File: src/include/ihf_pkg.sv
// constants, state encodings and register map of the host packet framer
package ihf_pkg;
  // packet bytes
  localparam logic [7:0] HDR_CMD = 8'h24;
  localparam logic [7:0] HDR_RSP = 8'h23;
  localparam logic [7:0] FTR_CR = 8'h0d;
  localparam logic [7:0] FTR_LF = 8'h0a;
  localparam logic [7:0] LEN_MIN = 8'h08;
  localparam logic [7:0] LEN_ACK = 8'h0a;
  localparam logic [7:0] LEN_RSP_BASE = 8'h0a;
  localparam logic [7:0] LEN_DATA_BASE = 8'h12;
  localparam logic [7:0] FRAME_BYTES = 8'h14;
  localparam logic [4:0] FRAME_LAST = 5'h13;
  localparam logic [7:0] TYPE_DATA = 8'hab;
  // command types of the no-reply commands
  localparam logic [7:0] TYPE_START = 8'h27;
  localparam logic [7:0] TYPE_STOP = 8'h28;
  localparam logic [7:0] TYPE_UTC = 8'h2d;
  // result codes
  localparam logic [7:0] RC_OK = 8'h00;
  localparam logic [7:0] RC_NAK = 8'h01;
  localparam logic [7:0] RC_WR_ERR = 8'h02;
  localparam logic [7:0] RC_RD_ERR = 8'h03;
  localparam logic [7:0] RC_BAD_ARG = 8'h04;
  localparam logic [7:0] RC_FL_WR = 8'h06;
  localparam logic [7:0] RC_FL_RD = 8'h07;
  localparam logic [7:0] RC_REG_WR = 8'h0a;
  localparam logic [7:0] RC_REG_RD = 8'h0b;
  localparam logic [7:0] RC_WEAR = 8'h0c;
  // register byte offsets
  localparam logic [7:0] OFF_CTRL = 8'h00;
  localparam logic [7:0] OFF_STATUS = 8'h04;
  localparam logic [7:0] OFF_CMD = 8'h08;
  localparam logic [7:0] OFF_REPLY = 8'h1c;
  localparam logic [7:0] OFF_RESP = 8'h20;
  localparam logic [7:0] OFF_SSTAT = 8'h30;
  localparam logic [7:0] OFF_GO = 8'h34;
  localparam logic [7:0] OFF_TS_LO = 8'h38;
  localparam logic [7:0] OFF_TS_HI = 8'h3c;
  localparam logic [7:0] OFF_DATA = 8'h40;
  localparam logic [5:0] CMD_WORDS = 6'h05;
  localparam logic [5:0] RESP_WORDS = 6'h04;
  localparam logic [5:0] DATA_WORDS = 6'h0d;
  // field positions and reset values
  localparam int REPLY_KIND_BIT = 8;
  localparam int REPLY_LEN_LSB = 16;
  localparam int STATUS_SAMPLE_LSB = 8;
  localparam int STATUS_PKTNO_LSB = 16;
  localparam logic [4:0] RESP_MAX = 5'h10;
  localparam logic [7:0] FSEL_RST = 8'h1f;
  localparam logic [7:0] OFMT_RST = 8'h00;
  localparam logic [7:0] SSTAT_RST = 8'h00;
  localparam logic [5:0] DATA_BODY_END = 6'h3e;
  localparam logic [5:0] DATA_FIRST = 6'h0a;
  // timestamp tick
  localparam int CLK_PERIOD_NS = 100;
  localparam int US_NS = 1000;
  localparam logic [3:0] US_TICKS = 4'(US_NS / CLK_PERIOD_NS);
  // packet kinds
  localparam logic [1:0] KIND_ACK = 2'h0;
  localparam logic [1:0] KIND_RESP = 2'h1;
  localparam logic [1:0] KIND_DATA = 2'h2;

  typedef enum logic [2:0] {
    T_IDLE = 3'b000, T_HEAD = 3'b001, T_LEN = 3'b011, T_TYPE = 3'b010,
    T_PNUM = 3'b110, T_BODY = 3'b111, T_CSUM = 3'b101, T_FOOT = 3'b100
  } ihf_tx_e;
endpackage

File: src/ihf_framer.sv
// host packet framer: frame check, command dispatch, reply and data packets
// Function
// - one reply packet per accepted host command
// - no reply for utc, start, stop
// - commands start 24 24, replies 23 23
// - length byte counts the whole packet
// - responses carry two-byte packet number after type
// - packet number increments and wraps at 65535
// - length eight means no payload bytes
// - checksum sums type and payload bytes
// - every packet ends with 0d 0a
// - ack: header, 0a, type, code, reserved, sum
// - codes 0 to 4 success and basic errors
// - codes 6,7,10,11,12 defined, others reserved
// - data packet: 2e-style length, ab, status, counter
// - accel status 000 good, 111 unreliable
// - gyro status 00000 good, 11111 unreliable
// - sample counter increments and wraps at 255
// - field select chooses which data fields appear
// - timestamp is eight bytes of microseconds
// - format setting sets numeric representation
// - reset into command mode, start/stop switch
// - streaming acts only on stop and utc
module ihf_framer
  import ihf_pkg::*;
(
  input wire logic clock,
  input wire logic sys_rst,
  input wire logic [7:0] avs_address,
  input wire logic avs_read,
  input wire logic avs_write,
  input wire logic [31:0] avs_writedata,
  input wire logic [3:0] avs_byteenable,
  output logic [31:0] avs_readdata,
  output logic avs_waitrequest,
  input wire logic rx_valid,
  input wire logic [7:0] rx_data,
  output logic tx_valid,
  output logic [7:0] tx_data,
  input wire logic tx_ready,
  output logic streaming,
  output logic [7:0] output_format_select,
  output logic [7:0] out_field_select
);

  typedef struct packed {
    logic waitreq;
    logic [31:0] rdata;
    logic stream;
    logic pending;
    logic overrun;
    logic [19:0][7:0] rxb;
    logic [4:0] rxn;
    logic chk;
    logic [19:0][7:0] cmd;
    logic [15:0][7:0] resp;
    logic [12:0][31:0] dat;
    logic [7:0] sstat;
    logic [7:0] fsel;
    logic [7:0] ofmt;
    logic [15:0] pktno;
    logic [7:0] sample;
    logic [63:0] ts;
    logic [63:0] tss;
    logic [3:0] pres;
    logic reply_req;
    logic stream_req;
    logic rkind;
    logic [7:0] rcode;
    logic [4:0] rlen;
    ihf_tx_e ph;
    logic cnt;
    logic [5:0] k;
    logic [1:0] kind;
    logic [15:0] csum;
    logic [7:0] ttype;
    logic txv;
    logic [7:0] txd;
  } ihf_state_s;

  ihf_state_s s;
  ihf_state_s next_s;
  logic frame_good;
  logic [7:0] frame_type;

  // header, length range, footer and checksum of a received frame
  function automatic logic frame_ok(input logic [19:0][7:0] b);
    logic [15:0] sum;
    logic [4:0] l;
    logic ok;
    sum = 16'h0000;
    l = b[2][4:0];
    ok = (b[0] == HDR_CMD) && (b[1] == HDR_CMD) &&
         (b[2] >= LEN_MIN) && (b[2] <= FRAME_BYTES);
    for (int i = 3; i < 20; i++) begin
      if (i <= int'(l) - 5) begin
        sum = sum + {8'h00, b[i]};
      end
    end
    if (ok) begin
      ok = (b[l - 5'd2] == FTR_CR) && (b[l - 5'd1] == FTR_LF) &&
           (sum == {b[l - 5'd4], b[l - 5'd3]});
    end
    return ok;
  endfunction

  // only the documented result codes may leave the block
  function automatic logic code_legal(input logic [7:0] c);
    case (c)
      RC_OK, RC_NAK, RC_WR_ERR, RC_RD_ERR, RC_BAD_ARG: return 1'b1;
      RC_FL_WR, RC_FL_RD, RC_REG_WR, RC_REG_RD, RC_WEAR: return 1'b1;
      default: return 1'b0;
    endcase
  endfunction

  // data group of a four-byte field: accel, gyro, temp, dvel, dangle
  function automatic logic [2:0] field_group(input logic [3:0] f);
    if (f < 4'd3) return 3'd0;
    if (f < 4'd6) return 3'd1;
    if (f == 4'd6) return 3'd2;
    if (f < 4'd10) return 3'd3;
    return 3'd4;
  endfunction

  // packet length for the selected data fields
  function automatic logic [7:0] data_len(input logic [7:0] sel);
    logic [7:0] n;
    n = LEN_DATA_BASE;
    for (int f = 0; f < 13; f++) begin
      if (sel[field_group(4'(f))]) begin
        n = n + 8'd4;
      end
    end
    return n;
  endfunction

  // byte-lane merge for writable registers
  function automatic logic [31:0] be_merge(input logic [31:0] old,
      input logic [31:0] wd, input logic [3:0] be);
    logic [31:0] r;
    r = old;
    for (int i = 0; i < 4; i++) begin
      if (be[i]) begin
        r[8*i +: 8] = wd[8*i +: 8];
      end
    end
    return r;
  endfunction

  assign frame_good = frame_ok(s.rxb);
  assign frame_type = s.rxb[3];

  // whole next-state computation
  always_comb begin
    logic [5:0] ai;
    logic [5:0] w;
    logic wr;
    logic [7:0] b;
    logic skip;
    logic step;
    logic [5:0] d;
    logic [31:0] rw;
    ai = avs_address[7:2];
    w = 6'h00;
    wr = avs_write && !s.waitreq;
    b = 8'h00;
    skip = 1'b0;
    step = !s.txv || tx_ready;
    d = 6'h00;
    rw = 32'h0000_0000;
    next_s = s;

    // bus: one wait cycle, then the answer; write lands on that edge
    next_s.waitreq = !((avs_read || avs_write) && s.waitreq);
    if (avs_read && s.waitreq) begin
      rw = 32'h0000_0000;
      if (ai == OFF_CTRL[7:2]) begin
        rw = {16'h0000, s.ofmt, s.fsel};
      end else if (ai == OFF_STATUS[7:2]) begin
        rw = {s.pktno, s.sample, 4'h0, s.overrun,
              (s.ph != T_IDLE) || s.txv, s.pending, s.stream};
      end else if (ai >= OFF_CMD[7:2] && ai < OFF_CMD[7:2] + CMD_WORDS) begin
        w = ai - OFF_CMD[7:2];
        rw = {s.cmd[4*w+3], s.cmd[4*w+2], s.cmd[4*w+1], s.cmd[4*w]};
      end else if (ai >= OFF_RESP[7:2] &&
                   ai < OFF_RESP[7:2] + RESP_WORDS) begin
        w = ai - OFF_RESP[7:2];
        rw = {s.resp[4*w+3], s.resp[4*w+2], s.resp[4*w+1], s.resp[4*w]};
      end else if (ai == OFF_SSTAT[7:2]) begin
        rw = {24'h000000, s.sstat};
      end else if (ai == OFF_TS_LO[7:2]) begin
        rw = s.ts[31:0];
      end else if (ai == OFF_TS_HI[7:2]) begin
        rw = s.ts[63:32];
      end else if (ai >= OFF_DATA[7:2] &&
                   ai < OFF_DATA[7:2] + DATA_WORDS) begin
        rw = s.dat[ai - OFF_DATA[7:2]];
      end
      next_s.rdata = rw;
    end

    // register writes
    if (wr) begin
      if (ai == OFF_CTRL[7:2]) begin
        rw = be_merge({16'h0000, s.ofmt, s.fsel}, avs_writedata,
                      avs_byteenable);
        next_s.fsel = rw[7:0];
        next_s.ofmt = rw[15:8];
      end else if (ai == OFF_STATUS[7:2]) begin
        if (avs_byteenable[0] && avs_writedata[3]) begin
          next_s.overrun = 1'b0;
        end
      end else if (ai == OFF_REPLY[7:2]) begin
        // a reply is taken once per pending command, legal code only
        if (s.pending && !s.reply_req && code_legal(avs_writedata[7:0]) &&
            avs_writedata[REPLY_LEN_LSB +: 5] <= RESP_MAX) begin
          next_s.pending = 1'b0;
          next_s.reply_req = 1'b1;
          next_s.rkind = avs_writedata[REPLY_KIND_BIT];
          next_s.rcode = avs_writedata[7:0];
          next_s.rlen = avs_writedata[REPLY_LEN_LSB +: 5];
        end
      end else if (ai >= OFF_RESP[7:2] &&
                   ai < OFF_RESP[7:2] + RESP_WORDS) begin
        w = ai - OFF_RESP[7:2];
        rw = be_merge({s.resp[4*w+3], s.resp[4*w+2], s.resp[4*w+1],
                       s.resp[4*w]}, avs_writedata, avs_byteenable);
        {next_s.resp[4*w+3], next_s.resp[4*w+2], next_s.resp[4*w+1],
         next_s.resp[4*w]} = rw;
      end else if (ai == OFF_SSTAT[7:2]) begin
        if (avs_byteenable[0]) begin
          next_s.sstat = avs_writedata[7:0];
        end
      end else if (ai == OFF_GO[7:2]) begin
        if (s.stream) begin
          next_s.stream_req = 1'b1;
        end
      end else if (ai >= OFF_DATA[7:2] &&
                   ai < OFF_DATA[7:2] + DATA_WORDS) begin
        next_s.dat[ai - OFF_DATA[7:2]] =
          be_merge(s.dat[ai - OFF_DATA[7:2]], avs_writedata, avs_byteenable);
      end
    end

    // microsecond timestamp
    if (s.pres == US_TICKS - 4'd1) begin
      next_s.pres = 4'h0;
      next_s.ts = s.ts + 64'd1;
    end else begin
      next_s.pres = s.pres + 4'd1;
    end

    // receive: every host frame is twenty bytes, counted blindly
    next_s.chk = 1'b0;
    if (rx_valid) begin
      next_s.rxb[s.rxn] = rx_data;
      if (s.rxn == FRAME_LAST) begin
        next_s.rxn = 5'h00;
        next_s.chk = 1'b1;
      end else begin
        next_s.rxn = s.rxn + 5'd1;
      end
    end

    // dispatch a checked frame; a bad one is dropped without a word
    if (s.chk && frame_good) begin
      if (frame_type == TYPE_UTC) begin
        next_s.ts = {s.rxb[4], s.rxb[5], s.rxb[6], s.rxb[7],
                     s.rxb[8], s.rxb[9], s.rxb[10], s.rxb[11]};
        next_s.pres = 4'h0;
      end else if (frame_type == TYPE_STOP) begin
        next_s.stream = 1'b0;
        next_s.stream_req = 1'b0;
      end else if (s.stream) begin
        next_s.stream = 1'b1;
      end else if (frame_type == TYPE_START) begin
        next_s.stream = 1'b1;
      end else if (next_s.pending || next_s.reply_req) begin
        next_s.overrun = 1'b1; // previous command still unanswered
      end else begin
        next_s.cmd = s.rxb; // a reply clear in this cycle flags overrun instead
        next_s.pending = 1'b1;
      end
    end

    // transmit sequencer; at most one byte per step, held until tx_ready
    if (step) begin
      next_s.txv = 1'b0;
      case (s.ph)
        T_IDLE: begin
          next_s.cnt = 1'b0;
          if (s.reply_req) begin
            next_s.reply_req = 1'b0;
            next_s.kind = s.rkind ? KIND_RESP : KIND_ACK;
            next_s.ttype = s.cmd[3];
            next_s.ph = T_HEAD;
          end else if (s.stream_req) begin
            // a go write landing now queues the next packet: set wins
            next_s.stream_req = wr && (ai == OFF_GO[7:2]) && s.stream;
            next_s.tss = s.ts; // frozen so a carry cannot tear it
            next_s.kind = KIND_DATA;
            next_s.ttype = TYPE_DATA;
            next_s.ph = T_HEAD;
          end
        end
        T_HEAD: begin
          next_s.txv = 1'b1;
          next_s.txd = HDR_RSP;
          next_s.cnt = !s.cnt;
          if (s.cnt) begin
            next_s.ph = T_LEN;
          end
        end
        T_LEN: begin
          next_s.txv = 1'b1;
          if (s.kind == KIND_ACK) begin
            next_s.txd = LEN_ACK;
          end else if (s.kind == KIND_RESP) begin
            next_s.txd = LEN_RSP_BASE + {3'b000, s.rlen};
          end else begin
            next_s.txd = data_len(s.fsel);
          end
          next_s.ph = T_TYPE;
        end
        T_TYPE: begin
          next_s.txv = 1'b1;
          next_s.txd = s.ttype;
          next_s.csum = {8'h00, s.ttype};
          next_s.k = 6'h00;
          next_s.cnt = 1'b0;
          next_s.ph = (s.kind == KIND_RESP) ? T_PNUM : T_BODY;
        end
        T_PNUM: begin
          b = s.cnt ? s.pktno[7:0] : s.pktno[15:8];
          next_s.txv = 1'b1;
          next_s.txd = b;
          next_s.csum = s.csum + {8'h00, b};
          next_s.cnt = !s.cnt;
          if (s.cnt) begin
            next_s.ph = T_BODY;
          end
        end
        T_BODY: begin
          if ((s.kind == KIND_ACK && s.k == 6'd2) ||
              (s.kind == KIND_RESP && s.k == {1'b0, s.rlen}) ||
              (s.kind == KIND_DATA && s.k == DATA_BODY_END)) begin
            next_s.cnt = 1'b0;
            next_s.ph = T_CSUM;
          end else begin
            if (s.kind == KIND_ACK) begin
              b = (s.k == 6'd0) ? s.rcode : 8'h00; // reserved byte
            end else if (s.kind == KIND_RESP) begin
              b = s.resp[s.k[3:0]];
            end else if (s.k == 6'd0) begin
              b = s.sstat;
            end else if (s.k == 6'd1) begin
              b = s.sample;
            end else if (s.k < DATA_FIRST) begin
              b = s.tss[8*(6'd9 - s.k) +: 8];
            end else begin
              d = s.k - DATA_FIRST;
              b = s.dat[d[5:2]][8*(2'd3 - d[1:0]) +: 8];
              skip = !s.fsel[field_group(d[5:2])];
            end
            next_s.k = s.k + 6'd1;
            if (!skip) begin
              next_s.txv = 1'b1;
              next_s.txd = b;
              next_s.csum = s.csum + {8'h00, b};
            end
          end
        end
        T_CSUM: begin
          next_s.txv = 1'b1;
          next_s.txd = s.cnt ? s.csum[7:0] : s.csum[15:8];
          next_s.cnt = !s.cnt;
          if (s.cnt) begin
            next_s.ph = T_FOOT;
          end
        end
        T_FOOT: begin
          next_s.txv = 1'b1;
          next_s.txd = s.cnt ? FTR_LF : FTR_CR;
          next_s.cnt = !s.cnt;
          if (s.cnt) begin
            next_s.ph = T_IDLE;
            if (s.kind == KIND_RESP) begin
              next_s.pktno = s.pktno + 16'd1;
            end
            if (s.kind == KIND_DATA) begin
              next_s.sample = s.sample + 8'd1;
            end
          end
        end
        default: begin
          next_s.ph = T_IDLE;
        end
      endcase
    end
  end

  // state register; reset lands in command mode with nothing pending
  always_ff @(posedge clock or posedge sys_rst) begin
    if (sys_rst) begin
      s <= '0;
      s.waitreq <= 1'b1;
      s.fsel <= FSEL_RST;
      s.ofmt <= OFMT_RST;
      s.sstat <= SSTAT_RST;
      s.ph <= T_IDLE;
    end else begin
      s <= next_s;
    end
  end

  assign avs_readdata = s.rdata;
  assign avs_waitrequest = s.waitreq;
  assign tx_valid = s.txv;
  assign tx_data = s.txd;
  assign streaming = s.stream;
  assign output_format_select = s.ofmt;
  assign out_field_select = s.fsel;
endmodule

File: config.mk
export PLATFORM = sky130hd
export DESIGN_NAME = ihf_framer
export DESIGN_NICKNAME = d
export VERILOG_FILES = /design/src/include/ihf_pkg.sv /design/src/ihf_framer.sv
export SDC_FILE = /design/constraint.sdc
export NUM_CORES = 2
export LEC_CHECK = 0
export CORE_MARGIN = 2
export CORE_UTILIZATION = 35
export DETAILED_ROUTE_END_ITERATION = 10
export DONT_BUFFER_PORTS = 1
export PLACE_DENSITY_LB_ADDON = 0.12
export RECOVER_POWER = 25
export SLEW_MARGIN = 30
export SYNTH_ARGS = -nofsm -noshare
export SYNTH_HDL_FRONTEND = slang
export SYNTH_SLANG_ARGS = --single-unit
File: constraint.sdc
create_clock -name clock -period 46.5 [get_ports clock]
set_input_delay 4.65 -clock clock [delete_from_list [all_inputs] [get_ports clock]]
set_output_delay 4.65 -clock clock [all_outputs]
set_load 0.02 [all_outputs]
==> impl_metrics.tcl <==
set metrics [dict create \
    maxCapViolCount 6 \
    drive_above_1_share_pct 19.12 \
    worstHoldStart "s[787]$_DFFE_PP0P_" \
    critical_path_class "register to register" \
    synth_edf_count 0 \
    rr_startpoint "s[968]$_DFFE_PP0P_" \
    vias_per_cell 6.047 \
    period_minus_slack_ns 22.30 \
    drt.antenna.violating_nets 0 \
    yosysWarnings 0 \
    initial_core_util_pct 35.26 \
    first_pass_iters 9 \
    antenna_found_initial 29 \
    synthAdderAreaFrac_pct 3.806 \
    slowest_stage "buf_12" \
    die_h_um 455.5 \
    crit_end "s[872]$_DFFE_PP0P_" \
    gr-total-overflow 0 \
    reg2regPathDepth 91 \
    core_area_sq_um 202300 \
    synth_compound_area_share_pct 14.25 \
    syn_to_final_growth_pct 10.02 \
    drt_iter0_drc 6605 \
    gp_congestion 0.9212 \
    grt_usage_pct 26.61 \
    rsz0062_at_grt "no" \
    cpMostUsedCell "ha_1" \
    finClkSkew_ns 0.04893 \
    status "finished with violations" \
    ys_seq_area_share_pct 40.25 \
    cts.sinks 1147 \
    grt_pass1_vias 54360 \
    slowest_delay_ns 0.63 \
    synth_top_family_by_area "multiplexers" \
    start_kind "register" \
    hold_buffers 0 \
    synth-xor-area-share_pct 3.643 \
    cts_tree "done" \
    synthArstFlopShare_pct 100.0 \
    wirelength_um 281400 \
    postCtsSetupBuffers 0 \
    syn_inst 6847 \
    syn_avg_cell_area_sq_um 10.42 \
    synth_cell_types 108 \
    io_buffers 0 \
    num_vias 56660 \
    grt_pass1_wl_um 405300 \
    worst_slew_pin_slew_ns 7.370 \
    period_share_pct 47.95 \
    fin_nets 6842 \
    crit_fanout 160 \
    clock.fmax_mhz 44.85 \
    ys_seq_elements 1147 \
    synth_top_flop_cell "dfrtp_1" \
    cts.htree.levels 4 \
    ctsResizeCount 0 \
    hpwl_um 191400 \
    cts-root-buf "clkbuf_16" \
    timing.rr.end "s[872]$_DFFE_PP0P_" \
    grt_max_degree 183 \
    synthSimpleGateAreaFrac_pct 11.80 \
    tns_ns 0 \
    required_ns 47.16 \
    crit_start "s[968]$_DFFE_PP0P_" \
    clkTransAtPathRegs_ns 0.06 \
    crit_arrival_ns 22.95 \
    routedWlPerCell_um 30.04 \
    relSlewSlack_pct -391.3 \
    r2r_slack_ns 24.20 \
    die-area_sq_um 207400 \
    hold_viol 0 \
    slew_viol_final 474 \
    cp_num_buf_inv 6 \
    cts_made_buffers 132 \
    row_count 165 \
    synth_nets 7111 \
    hold_path.class "register to register" \
    chipWidth_um 455.5 \
    cp-end-kind "register" \
    setup_viol 0 \
    critical_path_depth 91 \
    synthMuxAreaShare_pct 22.37 \
    crit_family "compound AO/OA/AOI/OAI gates" \
    syn-cell-area_sq_um 71330 \
    clock_path_buffers 3 \
    violations "max-capacitance violations, max-slew violations" \
    drc 0 \
    boundaryPins 117 \
    clk-insertion-delay-late_ns 0.81 \
]
[Yosys cell counts (21+ instances only)]
master	count	share of area (%)
ha_1	189	3.3
nand2_1	728	3.8
xnor2_1	165	2.0
mux2_2	388	6.1
xor2_1	96	1.2
a22oi_1	31	0.33
dfrtp_1	1141	40
nor3_1	76	0.53
buf_4	66	0.69
and2_1	27	0.24
a31oi_1	75	0.66
and3_1	43	0.38
nand4_1	42	0.37
nor2b_1	61	0.53
mux2i_1	130	1.8
a222oi_1	41	0.58
nand2b_1	43	0.38
o21bai_1	25	0.26
a221oi_1	88	1.1
buf_1	55	0.29
o21a_1	36	0.38
nand3_1	93	0.65
o211ai_1	21	0.22
a21oi_1	582	4.1
a21o_1	68	0.72
nor2_1	602	3.2
o21ai_0	471	3.3
a311oi_1	21	0.26
mux2_1	102	1.6
nor4_1	37	0.32
inv_1	118	0.62
clkbuf_1	396	2.1
mux4_2	405	13
a211oi_1	47	0.49
[flip-flops by register name, indices dropped and copies added, names as in the netlist, named ones only]
signal and cells:
s 1078, avs_readdata 32, frame_type 8, out_field_select 8, output_format_select 8, tx_data 8, avs_waitrequest 1, streaming 1
tx_valid 1
[final cells by class]
class,instances,area [sq um]
multi-input cells,5040,40280
clock inverters,50,733.2
well taps,2672,3343
flip-flops and latches,1147,28720
diodes,15,37.54
inverters,121,455.4
clock buffers,189,3829
repair buffers,136,1081
fillers,19730,123800
[placed cells by master (no fill, tap or decap), types with 33 or more instances in the layout]
master / Yosys / routed
a222oi_1: 41 / 41
and3_1: 43 / 41
nor4_1: 37 / 35
nand4_1: 42 / 42
clkbuf_1: 396 / 33
a211oi_1: 47 / 47
nand3_1: 93 / 93
inv_1: 118 / 115
nand2_1: 728 / 721
xor2_1: 96 / 93
a21oi_1: 582 / 582
o21ai_0: 471 / 468
mux2_1: 102 / 103
o21a_1: 36 / 36
dfrtp_1: 1141 / 1137
mux4_2: 405 / 405
buf_4: 66 / 115
ha_1: 189 / 188
mux2_2: 388 / 387
nor2b_1: 61 / 61
a31oi_1: 75 / 70
a221oi_1: 88 / 88
nor2_1: 602 / 589
nor3_1: 76 / 70
mux2i_1: 130 / 101
xnor2_1: 165 / 160
a21o_1: 68 / 68
nand2b_1: 43 / 39
clkbuf_16: 0 / 133
[stage by stage]
| step | setup WS, ns | util, % | hold slack [ns] | area [sq um] | std cells |
|---|---|---|---|---|---|
| final | 24.20 | 38.79 | 0.4636 | 78480 | 9370 |
| after global routing | 22.43 | 38.78 | 0.4871 | 78460 | 9361 |
| after CTS | 24.26 | 38.72 | 0.4635 | 78340 | 9355 |
| after detailed placement | 24.35 | 36.47 | 0.4500 | 73780 | 9116 |
| after global placement | 24.24 | 36.41 | 0.4479 | 73670 | 9116 |
| after floorplan | 9.556 | - | 0.4285 | 71330 | 6847 |
[logic make-up (layout without fill, tap and decap cells)]
logic type,count (synthesis),count (layout)
adders and majority gates,207,207
AOI/OAI and AO/OA,1660,1660
other,0,15
muxes,1026,1026
DFF,1147,1147
buffers and inverters,660,496
xor gates and xnor gates,275,275
and+or+nand+nor,1872,1872
[worst min path at each step]
stage	cells past startpoint	slack, ns	end
2_1_floorplan	1	0.43	s[787]$_DFFE_PP0P_
3_3_place_gp	1	0.45	s[787]$_DFFE_PP0P_
3_5_place_dp	1	0.45	s[790]$_DFFE_PP0P_
4_1_cts	1	0.46	s[790]$_DFFE_PP0P_
5_1_grt	1	0.49	s[795]$_DFFE_PP0P_
6_report	1	0.46	s[787]$_DFFE_PP0P_
[metal layers]
metal	global-route usage (%)	share of wire, %	up-vias	wire length (um)
li1	-	-	24660	-
met1	37.16	44	29150	122600
met2	40.76	45	2330	126600
met3	5.429	7.6	512	21410
met4	9.749	3.8	6	10810
met5	0	0.019	-	53
Power is left out: the tool's default activity adds up to more than one toggle a clock period on the data nets, which glitch-free logic cannot reach.
